==> src/verilog/mix_route_pkg.sv <==
// Constants, register map and carrier types of the analog mix route bank
// Contract
// [RL1] Lineout select bits each add one source
// [RL2] Gain bit: 0 gives 0dB, 1 gives +6dB
// [RL3] Lineout volume low nibble, upper bits zero
// [RL4] Reset: volume 0000, lineout mute set
// [RL5] Lineout volume applies only while unmuted
// [RL6] Eight headphone route bits, reset off
// [RL7] Headphone attenuation 00H, mute 0 at reset
// [RL8] Headphone attenuation applies only while unmuted
// [RL9] Headphone mute silences, ignores attenuation
// [RL10] Pull-down bit: 0 short, 1 weak resistor
// [RL11] Eight lineout route bits, reset off
// [RL12] Six pair-average route bits, reset zero
// [RL13] Differential enable makes pair, routes lineout
// [RL14] Differential to headphone needs enable
// [RL15] Differential to mono needs enable
// [RL16] Power-down low: writes ignored, defaults forced
// [RL17] Lineout mute resets to 1, mutes
// [RL18] Host writes zero to unused bits only
// [RL19] Outputs update after write completes; reserved zero
package mix_route_pkg;
   // Register word offsets (index); byte address is four times
   localparam logic [4:0] IDX_LINEOUT_ROUTE_A = 5'h08;
   localparam logic [4:0] IDX_LINEOUT_VOLUME = 5'h09;
   localparam logic [4:0] IDX_HEADPHONE_ROUTE_B = 5'h0d;
   localparam logic [4:0] IDX_HEADPHONE_VOLUME = 5'h0e;
   localparam logic [4:0] IDX_LINEOUT_ROUTE_B = 5'h0f;
   localparam logic [4:0] IDX_MONO_AVERAGE_ROUTE = 5'h10;
   localparam logic [4:0] IDX_DIFFERENTIAL_SELECT = 5'h11;
   localparam logic [4:0] IDX_LINEOUT_MUTE_CTRL = 5'h14;
   // Writable bit masks
   localparam logic [7:0] MASK_LINEOUT_ROUTE_A = 8'h7f;
   localparam logic [7:0] MASK_LINEOUT_VOLUME = 8'h0f;
   localparam logic [7:0] MASK_ROUTE_B = 8'hff;
   localparam logic [7:0] MASK_HEADPHONE_VOLUME = 8'h7f;
   localparam logic [7:0] MASK_MONO_AVERAGE = 8'h3f;
   localparam logic [7:0] MASK_DIFFERENTIAL = 8'h07;
   localparam logic [7:0] MASK_LINEOUT_MUTE = 8'h01;
   // Reset values
   localparam logic [7:0] RST_ZERO = 8'h00;
   localparam logic [7:0] RST_LINEOUT_MUTE = 8'h01;
   // Field positions
   localparam int POS_GAIN = 6;
   localparam int POS_HP_MUTE = 5;
   localparam int POS_HP_PULLDOWN = 6;
   localparam int POS_DIFF_EN = 0;
   localparam int POS_DIFF_HP = 1;
   localparam int POS_DIFF_MONO = 2;
   // Unmapped read answer
   localparam logic [31:0] READ_UNMAPPED = 32'h0000_0000;

   // Analog control bundle driven to the switch and volume cells
   typedef struct packed {
      logic [6:0] lineout_route_a;      // DAC and line sources to lineout
      logic lineout_gain_6db;           // DAC to lineout +6dB
      logic [3:0] lineout_volume_field; // Effective lineout volume
      logic lineout_silence;            // Lineout muted
      logic [7:0] headphone_route_b;    // Extra headphone routes
      logic [4:0] headphone_volume_field; // Effective headphone volume
      logic headphone_silence;          // Headphone muted
      logic headphone_pulldown_select;  // 1 weak pull-down, 0 short
      logic [7:0] lineout_route_b;      // Extra lineout routes
      logic [5:0] pair_avg_route;       // (L+R)/2 routes
      logic differential_enable;        // Pair is differential, to lineout
      logic differential_to_headphone;  // Pair to headphone
      logic differential_to_mono;       // Pair to mono
   } analog_ctrl_type;
endpackage : mix_route_pkg

==> src/verilog/analog_mix_route_regs.sv <==
// Avalon-MM register bank for analog routing and volume controls
`timescale 1ns/10ps
`default_nettype none
module analog_mix_route_regs
(
   input wire logic ref_clk_i,                   // 100 MHz clock
   input wire logic rst_i,                       // Async reset, high
   input wire logic power_down_pin_n_i,          // Power-down pin, low
   input wire logic [6:0] avs_address_i,         // Byte address bits 6:0
   input wire logic avs_read_i,                  // Read request
   input wire logic avs_write_i,                 // Write request
   input wire logic [31:0] avs_writedata_i,      // Write data
   input wire logic [3:0] avs_byteenable_i,      // Byte enables
   output logic [31:0] avs_readdata_o,           // Read data
   output logic avs_waitrequest_o,               // Wait request
   output mix_route_pkg::analog_ctrl_type ctrl_o // Analog controls
);
   import mix_route_pkg::*;

   // Pin synchroniser and bus state
   logic pdn_meta_r;           // First stage, read only by second
   logic pdn_sync_n_r;         // Synchronised pin, low = power down
   logic ack_r;                // Access answered this cycle
   logic [31:0] rdata_r;       // Registered read data
   // Registers
   logic [7:0] lineout_route_a_r;
   logic [7:0] lineout_volume_r;
   logic [7:0] headphone_route_b_r;
   logic [7:0] headphone_volume_r;
   logic [7:0] lineout_route_b_r;
   logic [7:0] mono_average_route_r;
   logic [7:0] differential_select_r;
   logic [7:0] lineout_mute_r;
   // Decode
   logic [4:0] idx;            // Word index
   logic wr_go;                // Write commits this cycle
   logic [7:0] wbyte;          // Low byte of write data
   analog_ctrl_type ctrl_nxt;  // Next analog controls

   // Read mux of one register index, reserved bits zero
   function automatic logic [7:0] reg_value(input logic [4:0] i);
      logic [7:0] v;
      v = 8'h00;
      case (i)
         IDX_LINEOUT_ROUTE_A: v = lineout_route_a_r;
         IDX_LINEOUT_VOLUME: v = lineout_volume_r;
         IDX_HEADPHONE_ROUTE_B: v = headphone_route_b_r;
         IDX_HEADPHONE_VOLUME: v = headphone_volume_r;
         IDX_LINEOUT_ROUTE_B: v = lineout_route_b_r;
         IDX_MONO_AVERAGE_ROUTE: v = mono_average_route_r;
         IDX_DIFFERENTIAL_SELECT: v = differential_select_r;
         IDX_LINEOUT_MUTE_CTRL: v = lineout_mute_r;
         default: v = 8'h00;
      endcase
      return v;
   endfunction : reg_value

   // Register update: masked write, or defaults while powered down
   function automatic logic [7:0] reg_next(input logic [7:0] cur,
      input logic [4:0] me, input logic [7:0] mask,
      input logic [7:0] dflt);
      logic [7:0] n;
      n = cur;
      if (!pdn_sync_n_r)
      begin
         n = dflt; // RL16
      end
      else if (wr_go && (idx == me))
      begin
         n = wbyte & mask; // RL3
      end
      return n;
   endfunction : reg_next

   assign idx = avs_address_i[6:2];
   assign wbyte = avs_writedata_i[7:0];
   // Write takes effect only on the answering edge, lane 0 enabled
   assign wr_go = avs_write_i && ack_r && avs_byteenable_i[0]; // RL19
   // One wait cycle, then answer
   assign avs_waitrequest_o = (avs_read_i || avs_write_i) && !ack_r;
   assign avs_readdata_o = rdata_r;

   // Two-flop synchroniser for the power-down pin
   always_ff @(posedge ref_clk_i or posedge rst_i)
   begin
      if (rst_i)
      begin
         pdn_meta_r <= 1'b0;
         pdn_sync_n_r <= 1'b0;
      end
      else
      begin
         pdn_meta_r <= power_down_pin_n_i;
         pdn_sync_n_r <= pdn_meta_r;
      end
   end

   // Bus answer and read data capture
   always_ff @(posedge ref_clk_i or posedge rst_i)
   begin
      if (rst_i)
      begin
         ack_r <= 1'b0;
         rdata_r <= READ_UNMAPPED;
      end
      else
      begin
         // Ack pulses one cycle after request seen
         ack_r <= (avs_read_i || avs_write_i) && !ack_r;
         if (avs_read_i && !ack_r)
         begin
            rdata_r <= {24'h000000, reg_value(idx)}; // RL19
         end
      end
   end

   // Register file
   always_ff @(posedge ref_clk_i or posedge rst_i)
   begin
      if (rst_i)
      begin
         lineout_route_a_r <= RST_ZERO;      // RL1
         lineout_volume_r <= RST_ZERO;       // RL4
         headphone_route_b_r <= RST_ZERO;    // RL6
         headphone_volume_r <= RST_ZERO;     // RL7
         lineout_route_b_r <= RST_ZERO;      // RL11
         mono_average_route_r <= RST_ZERO;   // RL12
         differential_select_r <= RST_ZERO;  // RL13
         lineout_mute_r <= RST_LINEOUT_MUTE; // RL17
      end
      else
      begin
         lineout_route_a_r <= reg_next(lineout_route_a_r,
            IDX_LINEOUT_ROUTE_A, MASK_LINEOUT_ROUTE_A, RST_ZERO);
         lineout_volume_r <= reg_next(lineout_volume_r,
            IDX_LINEOUT_VOLUME, MASK_LINEOUT_VOLUME, RST_ZERO);
         headphone_route_b_r <= reg_next(headphone_route_b_r,
            IDX_HEADPHONE_ROUTE_B, MASK_ROUTE_B, RST_ZERO);
         headphone_volume_r <= reg_next(headphone_volume_r,
            IDX_HEADPHONE_VOLUME, MASK_HEADPHONE_VOLUME, RST_ZERO);
         lineout_route_b_r <= reg_next(lineout_route_b_r,
            IDX_LINEOUT_ROUTE_B, MASK_ROUTE_B, RST_ZERO);
         mono_average_route_r <= reg_next(mono_average_route_r,
            IDX_MONO_AVERAGE_ROUTE, MASK_MONO_AVERAGE, RST_ZERO);
         differential_select_r <= reg_next(differential_select_r,
            IDX_DIFFERENTIAL_SELECT, MASK_DIFFERENTIAL, RST_ZERO);
         lineout_mute_r <= reg_next(lineout_mute_r,
            IDX_LINEOUT_MUTE_CTRL, MASK_LINEOUT_MUTE, RST_LINEOUT_MUTE);
      end
   end

   // Effective analog controls from the registers
   always_comb
   begin
      ctrl_nxt = '0;
      ctrl_nxt.lineout_route_a = lineout_route_a_r[6:0]; // RL1
      ctrl_nxt.lineout_gain_6db = lineout_route_a_r[POS_GAIN]; // RL2
      ctrl_nxt.lineout_silence = lineout_mute_r[0]; // RL17
      // Volume forced to zero while muted
      ctrl_nxt.lineout_volume_field = lineout_mute_r[0] ? 4'h0 :
         lineout_volume_r[3:0]; // RL5
      ctrl_nxt.headphone_silence = headphone_volume_r[POS_HP_MUTE]; // RL9
      ctrl_nxt.headphone_volume_field =
         headphone_volume_r[POS_HP_MUTE] ? 5'h00 :
         headphone_volume_r[4:0]; // RL8
      ctrl_nxt.headphone_pulldown_select =
         headphone_volume_r[POS_HP_PULLDOWN]; // RL10
      ctrl_nxt.headphone_route_b = headphone_route_b_r; // RL6
      ctrl_nxt.lineout_route_b = lineout_route_b_r; // RL11
      ctrl_nxt.pair_avg_route = mono_average_route_r[5:0]; // RL12
      ctrl_nxt.differential_enable =
         differential_select_r[POS_DIFF_EN]; // RL13
      ctrl_nxt.differential_to_headphone =
         differential_select_r[POS_DIFF_EN] &&
         differential_select_r[POS_DIFF_HP]; // RL14
      ctrl_nxt.differential_to_mono =
         differential_select_r[POS_DIFF_EN] &&
         differential_select_r[POS_DIFF_MONO]; // RL15
   end

   // Registered analog outputs, updated after the write edge
   always_ff @(posedge ref_clk_i or posedge rst_i)
   begin
      if (rst_i)
      begin
         ctrl_o <= '0;
         ctrl_o.lineout_silence <= 1'b1; // RL4
      end
      else
      begin
         ctrl_o <= ctrl_nxt; // RL19
      end
   end

   // Synchronised power-down forces defaults one cycle later
   AST_PDN_DEFAULTS: assert property (@(posedge ref_clk_i) disable iff (rst_i)
      (!pdn_sync_n_r) |=> (lineout_volume_r == 8'h00 &&
      lineout_mute_r == 8'h01 && differential_select_r == 8'h00))
      else $error("power down did not force defaults"); // RL16
   AST_LO_MUTE_VOL: assert property (@(posedge ref_clk_i) disable iff (rst_i)
      ctrl_o.lineout_silence |-> ctrl_o.lineout_volume_field == 4'h0)
      else $error("lineout volume leaks while muted"); // RL5
   AST_LO_VOL_FOLLOW: assert property (@(posedge ref_clk_i)
      disable iff (rst_i)
      (!lineout_mute_r[0]) |=> ctrl_o.lineout_volume_field ==
      $past(lineout_volume_r[3:0]))
      else $error("lineout volume not applied"); // RL5
   AST_HP_MUTE_VOL: assert property (@(posedge ref_clk_i) disable iff (rst_i)
      ctrl_o.headphone_silence |-> ctrl_o.headphone_volume_field == 5'h00)
      else $error("headphone attenuation used while muted"); // RL9
   AST_DIFF_HP_GATE: assert property (@(posedge ref_clk_i)
      disable iff (rst_i)
      ctrl_o.differential_to_headphone |-> ctrl_o.differential_enable)
      else $error("diff to headphone without enable"); // RL14
   AST_DIFF_MONO_GATE: assert property (@(posedge ref_clk_i)
      disable iff (rst_i)
      (differential_select_r[2:0] == 3'b101) |=>
      ctrl_o.differential_to_mono)
      else $error("diff to mono not applied"); // RL15
   AST_VOL_RESERVED: assert property (@(posedge ref_clk_i)
      disable iff (rst_i)
      lineout_volume_r[7:4] == 4'h0 && mono_average_route_r[7:6] == 2'b00)
      else $error("reserved bits set"); // RL3
   AST_WRITE_COMMIT: assert property (@(posedge ref_clk_i)
      disable iff (rst_i)
      (wr_go && idx == IDX_LINEOUT_ROUTE_B && pdn_sync_n_r) |=>
      lineout_route_b_r == $past(wbyte) ##1
      ctrl_o.lineout_route_b == $past(lineout_route_b_r))
      else $error("lineout route write not committed"); // RL11
   AST_GAIN_OUT: assert property (@(posedge ref_clk_i) disable iff (rst_i)
      ##1 ctrl_o.lineout_gain_6db == $past(lineout_route_a_r[6]))
      else $error("gain bit not driven"); // RL2
   AST_WAIT_ONE: assert property (@(posedge ref_clk_i) disable iff (rst_i)
      ($rose(avs_read_i) && !ack_r) |-> avs_waitrequest_o ##1
      !avs_waitrequest_o)
      else $error("answer not after one wait cycle"); // RL19
endmodule : analog_mix_route_regs
`default_nettype wire

==> config.mk <==
export PLATFORM = sky130hd
export DESIGN_NAME = analog_mix_route_regs
export DESIGN_NICKNAME = d
export VERILOG_FILES = /design/src/verilog/mix_route_pkg.sv /design/src/verilog/analog_mix_route_regs.sv
export SDC_FILE = /design/constraint.sdc
export NUM_CORES = 1
export LEC_CHECK = 0
export CAP_MARGIN = 20
export CORE_AREA = 2 2 85 87
export DETAILED_ROUTE_END_ITERATION = 10
export DIE_AREA = 0 0 87 89
export DONT_BUFFER_PORTS = 1
export GPL_ROUTABILITY_DRIVEN = 0
export MAX_ROUTING_LAYER = met4
export PLACE_DENSITY = 0.75
export SLEW_MARGIN = 5
export SYNTH_ARGS = -nofsm -noshare
export SYNTH_HDL_FRONTEND = slang
export SYNTH_SLANG_ARGS = --single-unit
==> constraint.sdc <==
create_clock -name ref_clk_i -period 3.7 [get_ports ref_clk_i]
set_input_delay 0.185 -clock ref_clk_i [delete_from_list [all_inputs] [get_ports ref_clk_i]]
set_output_delay 0.185 -clock ref_clk_i [all_outputs]
set_load 0.01 [all_outputs]
==> run summary <==
Max-cap violations in this run came to 0. The initial antenna violation count is 0. Traced cell by cell, the critical path runs through nand3_1 -> nor3_4 -> mux2i_1 -> nor2b_1.

The utilization of the core after routing came out at 0.649. Entering global routing, the biggest net connects 74 pins. From synthesis to final layout, the design area changed by 5.38%. The mapped netlist covers between 4000 and 5000 um2. The minimum period implied by the final worst setup slack came out at around 1700 ps. After detailed routing, the number of remaining DRC violations is 0. The via count of the first global-routing pass came out at roughly 2.3k. The share of total power dissipated in the clock network is 0.355. The count of flip-flops with a built-in enable after synthesis is 0. The internal power summed over all cells came out at around 1400 uW. The critical path is of the reg2reg type. For this design, the slowest cell found on the critical path is sky130_fd_sc_hd__nor3_4. The post-cts resize count came out at 0.

The post-placement worst setup slack came out at 1970 ps. Setup violations remaining at the end of the flow were counted as 0. The worst setup path is captured at a flip-flop. On the worst path, the slowest cell contributes a delay of around 620 ps. The overall power came out at around 1800 uW. The flop-to-flop setup slack is between 1500 and 2000 ps. In the post-synthesis netlist, the biggest area contributors are sky130_fd_sc_hd__dfrtp_1 (59%), sky130_fd_sc_hd__mux2i_1 (11%), sky130_fd_sc_hd__nor2b_1 (7.7%), sky130_fd_sc_hd__buf_4 (4.9%), sky130_fd_sc_hd__a22o_1 (1.9%). The netlist uses 38 different library cells. The repair_antennas step left the layout with diodes totalling 0. The count of nets left with antenna violations once routing finished came out at 0. The worst setup path is launched from a flip-flop. The post-route setup TNS came out at 0 ps. The final wirelength came out at about 8200 um.

The number of cells on the worst hold path is 2. The total congestion overflow is 0. The synthesis-stage register bit count is between 90 and 100. The number of setup buffers added after CTS is 0. The worst hold path belongs to the class in2reg. The number of H-tree levels is 3. The register clock-pin slew on the reported worst setup and hold paths came out at 90 ps. Summed over all instances, the cell type with the most area after synthesis is sky130_fd_sc_hd__dfrtp_1.

The global-route wire length before repair is 12700 um. The startpoint identified for the worst hold timing path is avs_writedata_i[4]. Among all flip-flop cells after synthesis, the most frequent one is sky130_fd_sc_hd__dfrtp_1.

The worst register-to-register path begins at ack_r. In this run the worst setup path begins at ack_r. The die width is 87 um. The hold violation count in the final report came out at 0. In this run the clock root is driven by a sky130_fd_sc_hd__clkbuf_8. The clock net sink count came out at 99. Buffers inserted during clock tree synthesis total 9.

The number of buffers inserted by port buffering came out at 0. Setup repair after global routing left no endpoint under its margin. The max-slew violation total from the final report came out at 0. The standby leakage power came out at between 0.002 and 0.0025 uW. In this run the number of cells on the critical path is 4. The top cell type's share of synthesized area is 0.587. In this run the critical register-to-register path is captured at headphone_route_b_r[0]. The share of final-layout standard cells stronger than drive strength 1 is 0.0762. The ratio of final minimum period to clock period came out at 0.465. Dividing the detail-routed via count by the number of cells gives between 5 and 6. The core region is 6720 um2.

The mean instance size in the synthesized netlist is 12.5 um2. The die is slightly below 90 um tall. The detailed-routing iteration count for the pre-antenna-repair pass is 4. The die footprint is 7740 um2. Setup slack on the critical path of the routed design comes to about 2000 ps. The run finished with clean final reports. The slew of the pin with the lowest slew margin came out at 850 ps. The share of total power dissipated in sequential elements is 0.597. Power spread over the standard cell area amounts to roughly 420 nW/um2. The critical path contains buffers and inverters numbering 0 combined. On the critical path the largest part of the delay comes from simple AND/OR/NAND/NOR gates.

For this configuration, the core starts out at a cell density of 0.616. The number of cell instances on the worst register-to-register path is 4. The detail-routed net length per standard cell is slightly below 20 um. The maximum ir drop on the vdd rail is between 0.2 and 0.25 mV.

The post-synthesis async set-or-reset flop share came out at 1.00. The combinational cell fraction of total power is 0.047. The detailed placement HPWL came out at approximately 5400 um. The clock network latency to the later pin of the worst-skew pair came out at roughly 360 ps. The clock skew after layout came out at around 13 ps. The maximum achievable frequency is ~580 MHz. The arrival time at the worst endpoint is between 1500 and 2000 ps. The required time of the critical path came out at 3950 ps. The maximum clock insertion buffer count is 2.

TritonCTS built the clock tree. After clock tree synthesis, the flow added hold-fix buffers numbering 7. The via count is roughly 2.4k. The worst hold path terminates at lineout_route_a_r[4]. The overall routing resource usage is 0.227. The share of the Yosys chip area taken by registers is 0.599. Along the worst path, the maximum fanout reaches 8.

The initial detailed-routing violation count is 293. In this run the power spent charging and discharging nets is between 300 and 400 uW. The total of warnings raised by yosys is 0. The net switching fraction of the power came out at 0.218. The post-synthesis cell count came out at between 300 and 400. The net count of the finished layout came out at 384.

The number of rows in the core area came out at 30. The headroom to the max-slew limit is 0.434. The top-level I/O count is about 130.
## worst reg2reg max path, cell delays in order, from the launching register on
cell,delay (ps)
sky130_fd_sc_hd__dfrtp_1,360
sky130_fd_sc_hd__nand3_1,290
sky130_fd_sc_hd__nor3_4,620
sky130_fd_sc_hd__mux2i_1,280
sky130_fd_sc_hd__nor2b_1,60
## logic make-up after synthesis
| kind of cell | share of synthesized area |
|---|---|
| other | 0.000906 |
| buffers and inverters | 0.0638 |
| flip-flops | 0.599 |
| AND/OR/NAND/NOR | 0.151 |
| multiplexers | 0.117 |
| AO/OA/AOI/OAI | 0.0674 |
## power groups by stage
| stage | Sequential [uW] | Combinational, uW | Clock, uW |
|---|---|---|---|
| finish | 1090 | 86.5 | 649 |
| global route | 1090 | 96.5 | 708 |
| CTS | 1090 | 81.9 | 660 |
| detailed placement | 1120 | 73.7 | 0 |
| global placement | 1120 | 72.6 | 0 |
| floorplan | 1110 | 91.6 | 0 |
## flip-flops by register name, summed over array words and instances (netlist names), 4 cells and up
register and flops:
mono_average_route_r 6, headphone_volume_r 7, headphone_route_b_r 8, avs_readdata_o 8, ctrl_o 44, lineout_route_b_r 8
lineout_volume_r 4, lineout_route_a_r 7
## final cells by class
type / instances / area, um2
clock inverter: 2 / 37.5
sequential: 99 / 2480
multi-input combinational: 213 / 1480
inverter: 2 / 10.0
fill: 514 / 2360
tap: 80 / 100
clock buffer: 14 / 143
timing repair buffer: 11 / 110
## cell usage after synthesis, types with 3 or more instances
library cell,count
sky130_fd_sc_hd__a21boi_0,4
sky130_fd_sc_hd__a22o_1,9
sky130_fd_sc_hd__a22oi_1,7
sky130_fd_sc_hd__a32oi_1,3
sky130_fd_sc_hd__and2_1,4
sky130_fd_sc_hd__buf_2,4
sky130_fd_sc_hd__buf_4,27
sky130_fd_sc_hd__clkbuf_1,8
sky130_fd_sc_hd__dfrtp_1,97
sky130_fd_sc_hd__mux2_2,4
sky130_fd_sc_hd__mux2i_1,44
sky130_fd_sc_hd__nand2_1,12
sky130_fd_sc_hd__nand2b_1,7
sky130_fd_sc_hd__nand3_1,9
sky130_fd_sc_hd__nor2_1,7
sky130_fd_sc_hd__nor2b_1,51
sky130_fd_sc_hd__nor3_1,3
sky130_fd_sc_hd__o21ai_0,3
## worst max path at each step
stage	end	slack, ps
floorplan	ack_r	930
global placement	headphone_route_b_r[5]	2020
detailed placement	headphone_route_b_r[3]	1970
CTS	headphone_route_b_r[0]	1940
global route	differential_select_r[0]	1850
finish	headphone_route_b_r[0]	1980
## stage by stage
step / instances / cell area [um2] / hold WS (ps)
2_1_floorplan: 354 / 4220 / 216
3_3_place_gp: 396 / 4090 / 216
3_5_place_dp: 396 / 4090 / 217
4_1_cts: 419 / 4340 / 0.362
5_1_grt: 421 / 4360 / 6.06
6_report: 421 / 4360 / 3.20
## routing by layer
metal	vias up	track usage	wire (um)
li1	1091	-	-
met1	1181	0.311	3530
met2	112	0.337	3900
met3	10	0.0554	614
met4	0	0.0724	123
met5	-	-	0
## layout by cell type, fill, tap and decap left out, types with 5 or more instances in the layout
master / Yosys / routed
sky130_fd_sc_hd__a22oi_1: 7 / 7
sky130_fd_sc_hd__nor2b_1: 51 / 51
sky130_fd_sc_hd__nand3_1: 9 / 9
sky130_fd_sc_hd__clkbuf_8: 0 / 9
sky130_fd_sc_hd__nand2_1: 12 / 12
sky130_fd_sc_hd__dlygate4sd3_1: 0 / 8
sky130_fd_sc_hd__a22o_1: 9 / 9
sky130_fd_sc_hd__conb_1: 1 / 24
sky130_fd_sc_hd__dfrtp_1: 97 / 97
sky130_fd_sc_hd__nor2_1: 7 / 7
sky130_fd_sc_hd__nand2b_1: 7 / 7
sky130_fd_sc_hd__clkbuf_1: 8 / 5
sky130_fd_sc_hd__mux2i_1: 44 / 44
Power figures use the tool's default switching activity.
